==> config.mk <==
export PLATFORM = sky130hd
export DESIGN_NAME = nvram_host
export DESIGN_NICKNAME = d
export VERILOG_FILES = /design/src/rtl/nvram_host_pkg.sv /design/src/rtl/nvram_host.sv /design/src/rtl/nvram_pin_sync.sv
export SDC_FILE = /design/constraint.sdc
export NUM_CORES = 1
export LEC_CHECK = 0
export BUFFER_PORTS_ARGS = -buffer_cell sky130_fd_sc_hd__buf_4
export CAP_MARGIN = 20
export CORE_ASPECT_RATIO = 0.75
export CORE_MARGIN = 2
export CORE_UTILIZATION = 45
export CTS_BUF_LIST = sky130_fd_sc_hd__clkbuf_8
export DETAILED_ROUTE_END_ITERATION = 8
export PLACE_DENSITY_LB_ADDON = 0.2
export SLEW_MARGIN = 5
export SYNTH_ARGS = -nofsm -noshare
export SYNTH_HDL_FRONTEND = slang
export SYNTH_SLANG_ARGS = --single-unit
==> constraint.sdc <==
create_clock -name clk_i -period 3.51 [get_ports clk_i]
set_clock_uncertainty 0.1 [all_clocks]
set_input_delay 0.8775 -clock clk_i [delete_from_list [all_inputs] [get_ports clk_i]]
set_output_delay 0.8775 -clock clk_i [all_outputs]
set_load 0.02 [all_outputs]
==> src/rtl/nvram_host_pkg.sv <==
// Purpose: Shared constants and types for the shadowed RAM host controller.
// Assumes: 25 MHz clock, 40 ns period.
// Notes:   Times are kept in their own units; cycle counts derive from them.
package nvram_host_pkg;

  // ----------------------------------------------------------------
  // Geometry
  // ----------------------------------------------------------------
  localparam int ADDR_W     = 9;
  localparam int DATA_W     = 8;
  localparam int WORDS      = 512;

  // ----------------------------------------------------------------
  // Timing
  // ----------------------------------------------------------------
  localparam int CLK_NS            = 40;
  localparam int CYCLE_TIME_NS     = 300;
  localparam int WRITE_PULSE_NS    = 100;
  localparam int ADDR_SETUP_NS     = 50;
  localparam int SEL_STORE_SETUP_NS = 25;
  localparam int SEL_STORE_END_NS  = 125;
  localparam int STORE_PULSE_NS    = 100;
  localparam int STORE_RESET_NS    = 300;
  localparam int SECOND_GAP_MS     = 5;
  localparam int STORE_CYCLE_MS    = 10;
  localparam int RECALL_PULSE_NS   = 750;
  localparam int RECALL_CYCLE_NS   = 1500;

  function automatic int ceil_cyc(input int ns);
    ceil_cyc = (ns + CLK_NS - 1) / CLK_NS;
    if (ceil_cyc < 1) begin
      ceil_cyc = 1;
    end
  endfunction : ceil_cyc

  localparam int CYC_CYCLE     = ceil_cyc(CYCLE_TIME_NS);
  localparam int CYC_SETUP     = ceil_cyc(ADDR_SETUP_NS);
  localparam int CYC_WPULSE    = ceil_cyc(WRITE_PULSE_NS);
  localparam int CYC_SSETUP    = ceil_cyc(SEL_STORE_SETUP_NS);
  localparam int CYC_SPULSE    = ceil_cyc(STORE_PULSE_NS > SEL_STORE_END_NS ? STORE_PULSE_NS : SEL_STORE_END_NS);
  localparam int CYC_SRESET    = ceil_cyc(STORE_RESET_NS);
  localparam int CYC_GAP       = ceil_cyc(SECOND_GAP_MS * 1000000);
  localparam int CYC_STORE     = ceil_cyc(STORE_CYCLE_MS * 1000000);
  localparam int CYC_RPULSE    = ceil_cyc(RECALL_PULSE_NS);
  localparam int CYC_RCYCLE    = ceil_cyc(RECALL_CYCLE_NS);

  // ----------------------------------------------------------------
  // Types
  // ----------------------------------------------------------------
  typedef enum logic [1:0] {
    OP_READ,
    OP_WRITE,
    OP_STORE,
    OP_RECALL
  } op_t;

  typedef struct packed {
    op_t                 op;
    logic [ADDR_W-1:0]   addr;
    logic [DATA_W-1:0]   data;
  } req_t;

  typedef struct packed {
    logic                device_select_n;
    logic                write_strobe_n;
    logic                store_strobe_n;
    logic                recall_strobe_n;
  } strobes_t;

endpackage : nvram_host_pkg

==> src/rtl/nvram_host.sv <==
// Purpose: Host controller that drives a shadowed non-volatile static RAM.
// Assumes: One request at a time on req_valid_i/req_ready_o; 25 MHz clock.
// Notes:   Data pins are three signals; the bench resolves the wire.
//
// How it works
// - Write strobe high reads, low writes.
// - Address held steady through each cycle.
// - Store needs two select-qualified low pulses.
// - Second store pulse waits 5 ms.
// - Select held 125 ns before pulse end.
// - Select leads store strobe by 25 ns.
// - Keep store strobe high at power.
`timescale 1ns/1ps
module nvram_host #(
  parameter int GAP_CYCLES   = nvram_host_pkg::CYC_GAP,
  parameter int STORE_CYCLES = nvram_host_pkg::CYC_STORE
) (
  input  wire logic                                clk_i,
  input  wire logic                                reset_n_i,
  input  wire logic                                req_valid_i,
  input  wire nvram_host_pkg::req_t                req_i,
  output logic                                     req_ready_o,
  output logic                                     rsp_valid_o,
  output logic [nvram_host_pkg::DATA_W-1:0]        rsp_data_o,
  output logic                                     busy_o,
  output nvram_host_pkg::strobes_t                 strobes_o,
  output logic [nvram_host_pkg::ADDR_W-1:0]        word_address_lines_o,
  output logic [nvram_host_pkg::DATA_W-1:0]        byte_lanes_o,
  output logic                                     byte_lanes_oe_o,
  input  wire logic [nvram_host_pkg::DATA_W-1:0]   byte_lanes_i
);

  // ----------------------------------------------------------------
  // Reset release and pin synchroniser
  // ----------------------------------------------------------------
  logic rst_a;
  logic rst_n;

  always_ff @(posedge clk_i or negedge reset_n_i) begin
    if (!reset_n_i) begin
      rst_a <= 1'b0;
      rst_n <= 1'b0;
    end else begin
      rst_a <= 1'b1;
      rst_n <= rst_a;
    end
  end

  logic [nvram_host_pkg::DATA_W-1:0] lanes_sync;

  nvram_pin_sync #(
    .W (nvram_host_pkg::DATA_W)
  ) u_sync (
    .clk_i   (clk_i),
    .rst_n_i (rst_n),
    .d_i     (byte_lanes_i),
    .q_o     (lanes_sync)
  );

  // ----------------------------------------------------------------
  // Sequencer
  // ----------------------------------------------------------------
  typedef enum logic [3:0] {
    S_IDLE,
    S_SETUP,
    S_PULSE,
    S_HOLD,
    S_SAMPLE,
    S_ST_SETUP,
    S_ST_PULSE,
    S_ST_GAP,
    S_ST_WAIT,
    S_RC_PULSE,
    S_RC_WAIT
  } state_t;

  state_t                            state;
  state_t                            next_state;
  logic [31:0]                       cnt;
  logic [31:0]                       next_cnt;
  logic                              second;
  logic                              next_second;
  nvram_host_pkg::req_t              cur;
  nvram_host_pkg::strobes_t          next_strobes;
  logic                              next_oe;
  logic                              next_ready;
  logic                              next_rsp_valid;
  logic                              next_busy;

  wire is_write = (cur.op == nvram_host_pkg::OP_WRITE);
  wire done     = (cnt == 32'h0000_0000);
  wire take     = (state == S_IDLE) && req_valid_i && req_ready_o;
  wire [31:0] cnt_dec = cnt - 32'h0000_0001;

  function automatic logic [31:0] cyc(input int n);
    cyc = 32'(n - 1);
  endfunction : cyc

  always_comb begin
    next_state     = state;
    next_cnt       = done ? cnt : cnt_dec;
    next_second    = second;
    next_strobes   = '{1'b1, 1'b1, 1'b1, 1'b1};
    next_oe        = 1'b0;
    next_ready     = 1'b0;
    next_rsp_valid = 1'b0;
    next_busy      = 1'b1;
    case (state)
      S_IDLE: begin
        next_busy  = 1'b0;
        next_ready = 1'b1;
        if (take) begin
          next_ready = 1'b0;
          next_busy  = 1'b1;
          next_strobes.device_select_n = 1'b0;
          if (req_i.op == nvram_host_pkg::OP_STORE) begin
            next_state  = S_ST_SETUP;
            next_second = 1'b0;
            next_cnt    = cyc(nvram_host_pkg::CYC_SSETUP);
          end else if (req_i.op == nvram_host_pkg::OP_RECALL) begin
            next_state = S_RC_PULSE;
            next_cnt   = cyc(nvram_host_pkg::CYC_RPULSE);
            next_strobes.recall_strobe_n = 1'b0;
          end else begin
            next_state = S_SETUP;
            next_cnt   = cyc(nvram_host_pkg::CYC_SETUP);
            next_oe    = (req_i.op == nvram_host_pkg::OP_WRITE);
          end
        end
      end
      S_SETUP: begin
        next_strobes.device_select_n = 1'b0;
        next_oe = is_write;
        if (done) begin
          next_state = S_PULSE;
          next_cnt   = cyc(nvram_host_pkg::CYC_WPULSE);
          next_strobes.write_strobe_n = ~is_write;
        end
      end
      S_PULSE: begin
        next_strobes.device_select_n = 1'b0;
        next_strobes.write_strobe_n  = ~is_write;
        next_oe = is_write;
        if (done) begin
          next_state = S_HOLD;
          next_cnt   = cyc(nvram_host_pkg::CYC_CYCLE - nvram_host_pkg::CYC_SETUP - nvram_host_pkg::CYC_WPULSE);
          next_strobes.write_strobe_n = 1'b1;
        end
      end
      S_HOLD: begin
        next_strobes.device_select_n = 1'b0;
        next_oe = is_write;
        if (done) begin
          next_state = S_SAMPLE;
          next_strobes.device_select_n = 1'b1;
          next_oe = 1'b0;
        end
      end
      S_SAMPLE: begin
        // Three sync stages lag the pins, so wait out the settle count.
        next_cnt = cnt_dec;
        if (cnt[2:0] == 3'h5) begin
          next_state     = S_IDLE;
          next_rsp_valid = 1'b1;
          next_cnt       = '0;
        end
      end
      S_ST_SETUP: begin
        next_strobes.device_select_n = 1'b0;
        if (done) begin
          next_state = S_ST_PULSE;
          next_cnt   = cyc(nvram_host_pkg::CYC_SPULSE);
          next_strobes.store_strobe_n = 1'b0;
        end
      end
      S_ST_PULSE: begin
        next_strobes.device_select_n = 1'b0;
        next_strobes.store_strobe_n  = 1'b0;
        if (done) begin
          next_strobes.store_strobe_n = 1'b1;
          if (second) begin
            next_state = S_ST_WAIT;
            next_cnt   = 32'(STORE_CYCLES - 1);
            next_strobes.device_select_n = 1'b1;
          end else begin
            next_state  = S_ST_GAP;
            next_second = 1'b1;
            next_cnt    = 32'(GAP_CYCLES - 1);
          end
        end
      end
      S_ST_GAP: begin
        next_strobes.device_select_n = 1'b0;
        if (done) begin
          next_state = S_ST_PULSE;
          next_cnt   = cyc(nvram_host_pkg::CYC_SPULSE);
          next_strobes.store_strobe_n = 1'b0;
        end
      end
      S_ST_WAIT: begin
        if (done) begin
          next_state = S_IDLE;
          next_rsp_valid = 1'b1;
        end
      end
      S_RC_PULSE: begin
        next_strobes.device_select_n = 1'b0;
        next_strobes.recall_strobe_n = 1'b0;
        if (done) begin
          next_state = S_RC_WAIT;
          next_cnt   = cyc(nvram_host_pkg::CYC_RCYCLE - nvram_host_pkg::CYC_RPULSE);
          next_strobes.recall_strobe_n = 1'b1;
        end
      end
      S_RC_WAIT: begin
        if (done) begin
          next_state = S_IDLE;
          next_rsp_valid = 1'b1;
        end
      end
      default: begin
        next_state = S_IDLE;
      end
    endcase
  end

  // ----------------------------------------------------------------
  // Registers
  // ----------------------------------------------------------------
  always_ff @(posedge clk_i or negedge rst_n) begin
    if (!rst_n) begin
      state       <= S_IDLE;
      cnt         <= '0;
      second      <= 1'b0;
      cur         <= '0;
      strobes_o   <= '{1'b1, 1'b1, 1'b1, 1'b1};
      byte_lanes_oe_o <= 1'b0;
      req_ready_o <= 1'b0;
      rsp_valid_o <= 1'b0;
      busy_o      <= 1'b0;
    end else begin
      state       <= next_state;
      cnt         <= next_cnt;
      second      <= next_second;
      cur         <= take ? req_i : cur;
      strobes_o   <= next_strobes;
      byte_lanes_oe_o <= next_oe;
      req_ready_o <= next_ready;
      rsp_valid_o <= next_rsp_valid;
      busy_o      <= next_busy;
    end
  end

  always_ff @(posedge clk_i or negedge rst_n) begin
    if (!rst_n) begin
      word_address_lines_o <= '0;
      byte_lanes_o         <= '0;
      rsp_data_o           <= '0;
    end else begin
      word_address_lines_o <= take ? req_i.addr : word_address_lines_o;
      byte_lanes_o         <= take ? req_i.data : byte_lanes_o;
      rsp_data_o           <= (state == S_SAMPLE && !is_write) ? lanes_sync : rsp_data_o;
    end
  end

endmodule : nvram_host

==> src/rtl/nvram_pin_sync.sv <==
// Purpose: Three-stage synchroniser for the data bus read back from the pins.
// Assumes: A change counts once the second and third stages agree.
// Notes:   The first stage feeds only the second.
`timescale 1ns/1ps
module nvram_pin_sync #(
  parameter int W = 8
) (
  input  wire logic         clk_i,
  input  wire logic         rst_n_i,
  input  wire logic [W-1:0] d_i,
  output logic      [W-1:0] q_o
);

  logic [W-1:0] s1;
  logic [W-1:0] s2;
  logic [W-1:0] s3;
  wire  [W-1:0] agree = ~(s2 ^ s3);
  wire  [W-1:0] next_q = (agree & s3) | (~agree & q_o);

  always_ff @(posedge clk_i or negedge rst_n_i) begin
    if (!rst_n_i) begin
      s1  <= '0;
      s2  <= '0;
      s3  <= '0;
      q_o <= '0;
    end else begin
      s1  <= d_i;
      s2  <= s1;
      s3  <= s2;
      q_o <= next_q;
    end
  end

endmodule : nvram_pin_sync

---- After elaboration in Yosys (flattened, before gate mapping) ----
Cells that the tools add are included.
W data, S select, Z words.
cells by class
  reduce and logical (&&, ||, !) cells .... 13
  equality and inequality tests ........... 25
  $add $sub $neg .......................... 1
  multiplexer cells ....................... 52
  bitwise gates (word level) .............. 7
operators by type and width
  kind                     count
  $mux W32                 7
  $pmux W32 S6             1
  $mux W4                  12
  $pmux W4 S9              1
  $logic_not A32 Y1        1
  $sub A32 B1 Y32 const B  1
  $mux W1                  21
  $mux W18                 1
  $and A8 B8 Y8            2
  $eq A4 B3 Y1 const B     4
  $not A8 Y8               2
  $ne A2 B2 Y1 const B     7
  $eq A4 B4 Y1 const B     3
  $mux W5                  2
  $pmux W1 S2              5
  $reduce_and A9 Y1        1
  $eq A4 B2 Y1 const B     2
  $or A8 B8 Y8             1
  $xor A8 B8 Y8            1
  $ne A2 B1 Y1 const B     3
  $reduce_or A2 Y1         3
  $reduce_or A5 Y1         1
  $eq A2 B1 Y1 const B     2
  $eq A2 B2 Y1 const B     2
  10 further kinds         12
word-level totals
  register bits after elaboration ......... 106
  output and inout port bits .............. 33
  bits of input ports ..................... 30

---- Depth between registers and ports, before layout ----
  depth after elaboration ................. 5
  mapped depth ............................ 9
  mapped depth without buffers ............ 9

---- Cells and area by module ----
Synthesis repeated with hierarchy kept, for this count alone.
second synthesis, totals
  cell total of the unflattened synthesis .. 391
  area total of the unflattened synthesis .. 4,546.9 um2
modules (own cells, without submodules)
  module          cells an instance  sequential area each (um2)  instances  area each (um2)
  nvram_host      351                1,856.8                     1          3,656.0
  nvram_pin_sync  40                 800.8                       1          890.9

---- Worst setup path before layout ----
No wires, ideal clock.
  kind .................................... flip-flop to flip-flop
  start point ............................. register cnt[12]
  end point ............................... register state[3]
  data required time ...................... 3.334 ns
  data arrival time ....................... 2.357 ns
  slack ................................... 0.977 ns
  cell stages (with the launch flop) ...... 7
  cell sequence ........................... dfrtp_1 -> or4_4 -> nor4_4 -> nand4_4 -> a211o_1 -> or4_1 -> o21ai_1
on the way
  word-level cells in the longest chain between the ends .. 3
  elaborated cells between the ends (all ways) .. 9
  those cells by class .................... eq/ne: 7; reduce/logical: 2
RTL lines
  element                                                        line               RTL
  start, declared                                                nvram_host.sv:79   logic [31:0] cnt;
  start signal, assigned                                         nvram_host.sv:243  cnt <= next_cnt;
  $logic_not A32 Y1 (*)                                          nvram_host.sv:91   wire done = (cnt == 32'h0000_0000);
  $ne A2 B2 Y1 (no line) / $ne A2 B1 Y1 (equally long branches)  -
  $reduce_and A9 Y1 (no line) (*)                                -
  end signal, assigned                                           nvram_host.sv:242  state <= next_state;
  end, declared                                                  nvram_host.sv:77   state_t state;
Mark *: on every way between the ends. The rest lies on a longest branch, timed or not.
A chain may end at the register's enable or synchronous reset.

---- Final worst setup path ----
Ends and elaborated chain as after synthesis.

==> results by group <==
STA
  – Crit path time final: approximately 2.8 ns
  – Final Hold Violating Endpoints: 0
  – Total count of max-transition violations in the final report: 0
  – Unrepaired setup endpoints after global routing: no
  – Worst Max-Slew Pin Slew: 0.861 ns
  – Timing-limited maximum frequency: 353 MHz
  – Total of endpoints with negative setup slack in the final report: 0
  – Final clock period utilization by the worst path: between 80 and 90%
  – Post-Route Hold Slack: 0.151 ns
  – Final TNS setup: 0 ns
  – Relative max-transition margin: a little over two fifths

Synth
  – Fraction of synthesis flops using an asynchronous set or reset pin: 100%
  – Number of warnings issued by yosys: 0
  – Fraction of post-synthesis cell area in the top cell type by area: 56.0%
  – Count leader, synth: dfrtp_1
  – Dominant cell type by area after synthesis: dfrtp_1
  – Syn Nets: 470
  – Leading cell types by count after synthesis: 102 x dfrtp_1, 84 x nand2_1, 37 x nor2_1
  – Cells after synthesis: 435
  – Number of flops mapped to enable cells by yosys: 0
  – Post-synthesis cell area: 4560 µm²
  – Primary flip-flop cell chosen by synthesis mapping: dfrtp_1
  – Portion of the post-synthesis area used by sequential elements: roughly 58%
  – FF+latch count, synth: 106
  – Mean Syn Cell Area: 10.5 µm²
  – Number of library cell types mapped by synthesis: 56
  – Largest cells by area after synthesis: dfrtp_1 56%, nand2_1 6.9%, nor2_1 3.0%, dfstp_2 2.3%, a21oi_1 2.1%

Die
  – Die Footprint: 11000 µm²
  – Die boundary width: 120 µm
  – Number of top-level pins: 63
  – Placement Rows: 31
  – DIE HEIGHT: 91.2 µm
  – Area of the core: between 9000 and 10000 µm²
  – Initial Util: 46.7%

Setup path
  – Critical path launch point type: flip-flop
  – Number of cells on the worst reg-to-reg path: 6
  – FF-to-FF Start: cnt[12]$_DFF_PN0_
  – Worst reg-to-reg setup slack: just under 0.7 ns
  – Required @ worst endpoint: 3.71 ns
  – Critical path cell sequence: or4_4 -> nor4_4 -> nand4_4 -> a211o_1 -> or4_1 -> o21ai_1
  – Start point of the critical path: cnt[12]$_DFF_PN0_
  – Endpoint type of the worst setup path: flip-flop
  – Endpoint of the most critical register-to-register path: state[3]$_DFFE_PN0P_
  – Data arrival at the endpoint of the critical path: 3.03 ns
  – Category of cells accounting for the largest share of critical-path delay: simple AND/OR/NAND/NOR gates
  – Crit path kind: reg -> reg
  – CP Max Fanout: 7
  – Number of buffer and inverter stages on the critical path: 0
  – Largest stage delay on the critical path: 0.60 ns
  – CP max-delay cell: or4_4

Clocking
  – Maximum buffer depth of the clock tree: 2
  – TritonCTS clock tree: yes
  – CTS H-tree lvls: 3
  – Hold buffer count at CTS: 0
  – Clock sink count: 106
  – Number of cells upsized or downsized after cts: 0
  – Clock Tree Root: clkbuf_8
  – Total CTS buffers: 9
  – Reg clk slew, reported paths: 0.12 ns
  – Clock network latency to the later pin of the worst-skew pair: 0.38 ns
  – Post CTS Setup Buffer Count: 0

Placement
  – Number of input and output port buffers inserted: 62
  – Global placer's final weighted congestion: 0.863
  – Detail Placement HPWL: 6820 µm
  – Cells after DPL: 617

Final layout
  – Filler Cells Inserted: 918
  – Ant diodes: 0
  – Number of standard cells in the final layout excluding fillers: 633
  – Multi-input combinational cell area: between 1500 and 2000 µm²
  – Post-layout net count: 531
  – Total area of sequential cells: 2660 µm²
  – Fraction of layout instances using a drive strength above 1: 21.2%
  – Layout-stage area growth over the synthesis result: 17.9%

Run
  – Number of max-cap violations: 0

GRT
  – Maximum number of pins on one net before global-route repair: 69
  – Wire length of the first global-routing pass: 16500 µm
  – Remaining Overflow, GRT: 0
  – Total routing usage reported by global routing: approximately a fifth
  – Via count of the first global-routing pass: approximately 3.3k
  – Antenna violations before repair: 0

Detailed routing
  – Remaining DRCs: 0
  – Drt via density: 5.38
  – 1st-iter DRT viols: between 200 and 250
  – Count of nets left with antenna violations after detail routing: 0
  – Total via count in the routed design: ~3.4k
  – Average wire length per cell after detail routing: 15.3 µm
  – Detailed-routing iteration count for the pre-antenna-repair pass: 4
  – Total routed wirelength: a little under 10000 µm

Power and ir drop
  – Maximum ir drop on the vdd rail: 0.266 mV
  – Leakage: approximately 2.3 nW
  – Power Density: 385 nW/µm²

Min path
  – Class of the most critical hold timing path: in -> async

Status
  – Result of the run: finished clean
cell families after synthesis:
family / Yosys count / synth area share, %
simple gates: 192 / 20.7
flops: 106 / 58.3
compound gates: 74 / 10.4
buf+inv: 23 / 1.97
xor+xnor: 17 / 3.26
fa+ha+maj: 13 / 3.13
mux: 9 / 2.19
other cells: 1 / 0.0822
how the worst max path moves through the flow:
| stage | end | slack (ns) | cells after the start |
|---|---|---|---|
| 3_5_place_dp | state[3]$_DFFE_PN0P_ | 0.74 | 6 |
| 3_3_place_gp | cnt[12]$_DFF_PN0_ | 0.83 | 6 |
| 5_1_grt | state[3]$_DFFE_PN0P_ | 0.53 | 6 |
| 4_1_cts | state[3]$_DFFE_PN0P_ | 0.70 | 6 |
| 6_report | state[3]$_DFFE_PN0P_ | 0.68 | 6 |
| 2_1_floorplan | asynchronous set/reset pin | 0.25 | 0 |
registers in the layout (all words and copies together), names as in the netlist, 2 cells and up, named ones only:
name and count:
cnt 32, state 4, u_sync.s1 8, strobes_o 4
byte_lanes_o 8, cur 2, u_sync.s2 8, u_sync.s3 8
word_address_lines_o 9, rsp_data_o 8
layout make-up:
class / instances / area share [%]
sequential: 106 / 49.5
multi-input combinational: 306 / 33.7
timing repair buffer: 68 / 9.49
tap: 132 / 3.07
clock buffer: 9 / 2.30
clock inverter: 7 / 1.58
inverter: 5 / 0.349
power breakdown:
| part | switching (mW) | leakage, nW | internal (mW) |
|---|---|---|---|
| registers | 0.0245 | 1.23 | 1.25 |
| logic | 0.0166 | 1.01 | 0.0284 |
| clock network | 0.474 | 0.100 | 0.285 |
routing by layer:
layer / vias to the layer above / part of all wire, % / GRT usage (%)
li1: 1649 / - / -
met1: 1656 / 49 / 27.8
met2: 91 / 44 / 27.0
met3: 9 / 6.5 / 6.16
met4: 0 / 1.1 / 4.55
met5: - / 0 / 0
cells in the final DEF (no fill, tap or decap), types with 3 or more instances in the layout:
master,n
ha_1,5
xor2_1,7
o22ai_1,4
a31oi_1,6
dfrtp_1,101
clkbuf_8,9
nor4_1,6
nor3_1,14
nand3_1,9
a21oi_1,19
nand3b_1,3
or4_1,6
mux2_2,8
nor2_1,37
xnor2_1,10
nand2b_1,7
clkinv_8,3
or3_1,6
o31ai_1,5
maj3_1,8
o21ai_0,16
a211oi_1,4
o211ai_1,3
nand4_1,4
dfstp_2,4
inv_1,5
nand2_1,84
buf_4,68
worst reg2reg max path, delay by kind of cell (launching register included):
| family | cells | cell delay [ns] |
|---|---|---|
| simple gates | 4 | 1.72 |
| compound gates | 2 | 0.49 |
| flops | 1 | 0.46 |
through the flow:
step | worst slack (ns) | instance area, µm² | power [mW] | util, %
final | 0.680 | 5380 | 2.07 | 55.0
after detailed placement | 0.744 | 5170 | 1.34 | 52.9
after CTS | 0.699 | 5380 | 2.11 | 55.0
after floorplan | 0.246 | 4560 | 1.30 | -
after global placement | 0.832 | 5170 | 1.34 | 52.9
after global routing | 0.534 | 5380 | 2.16 | 55.0
Note: power is estimated with default switching activity, not from simulation.
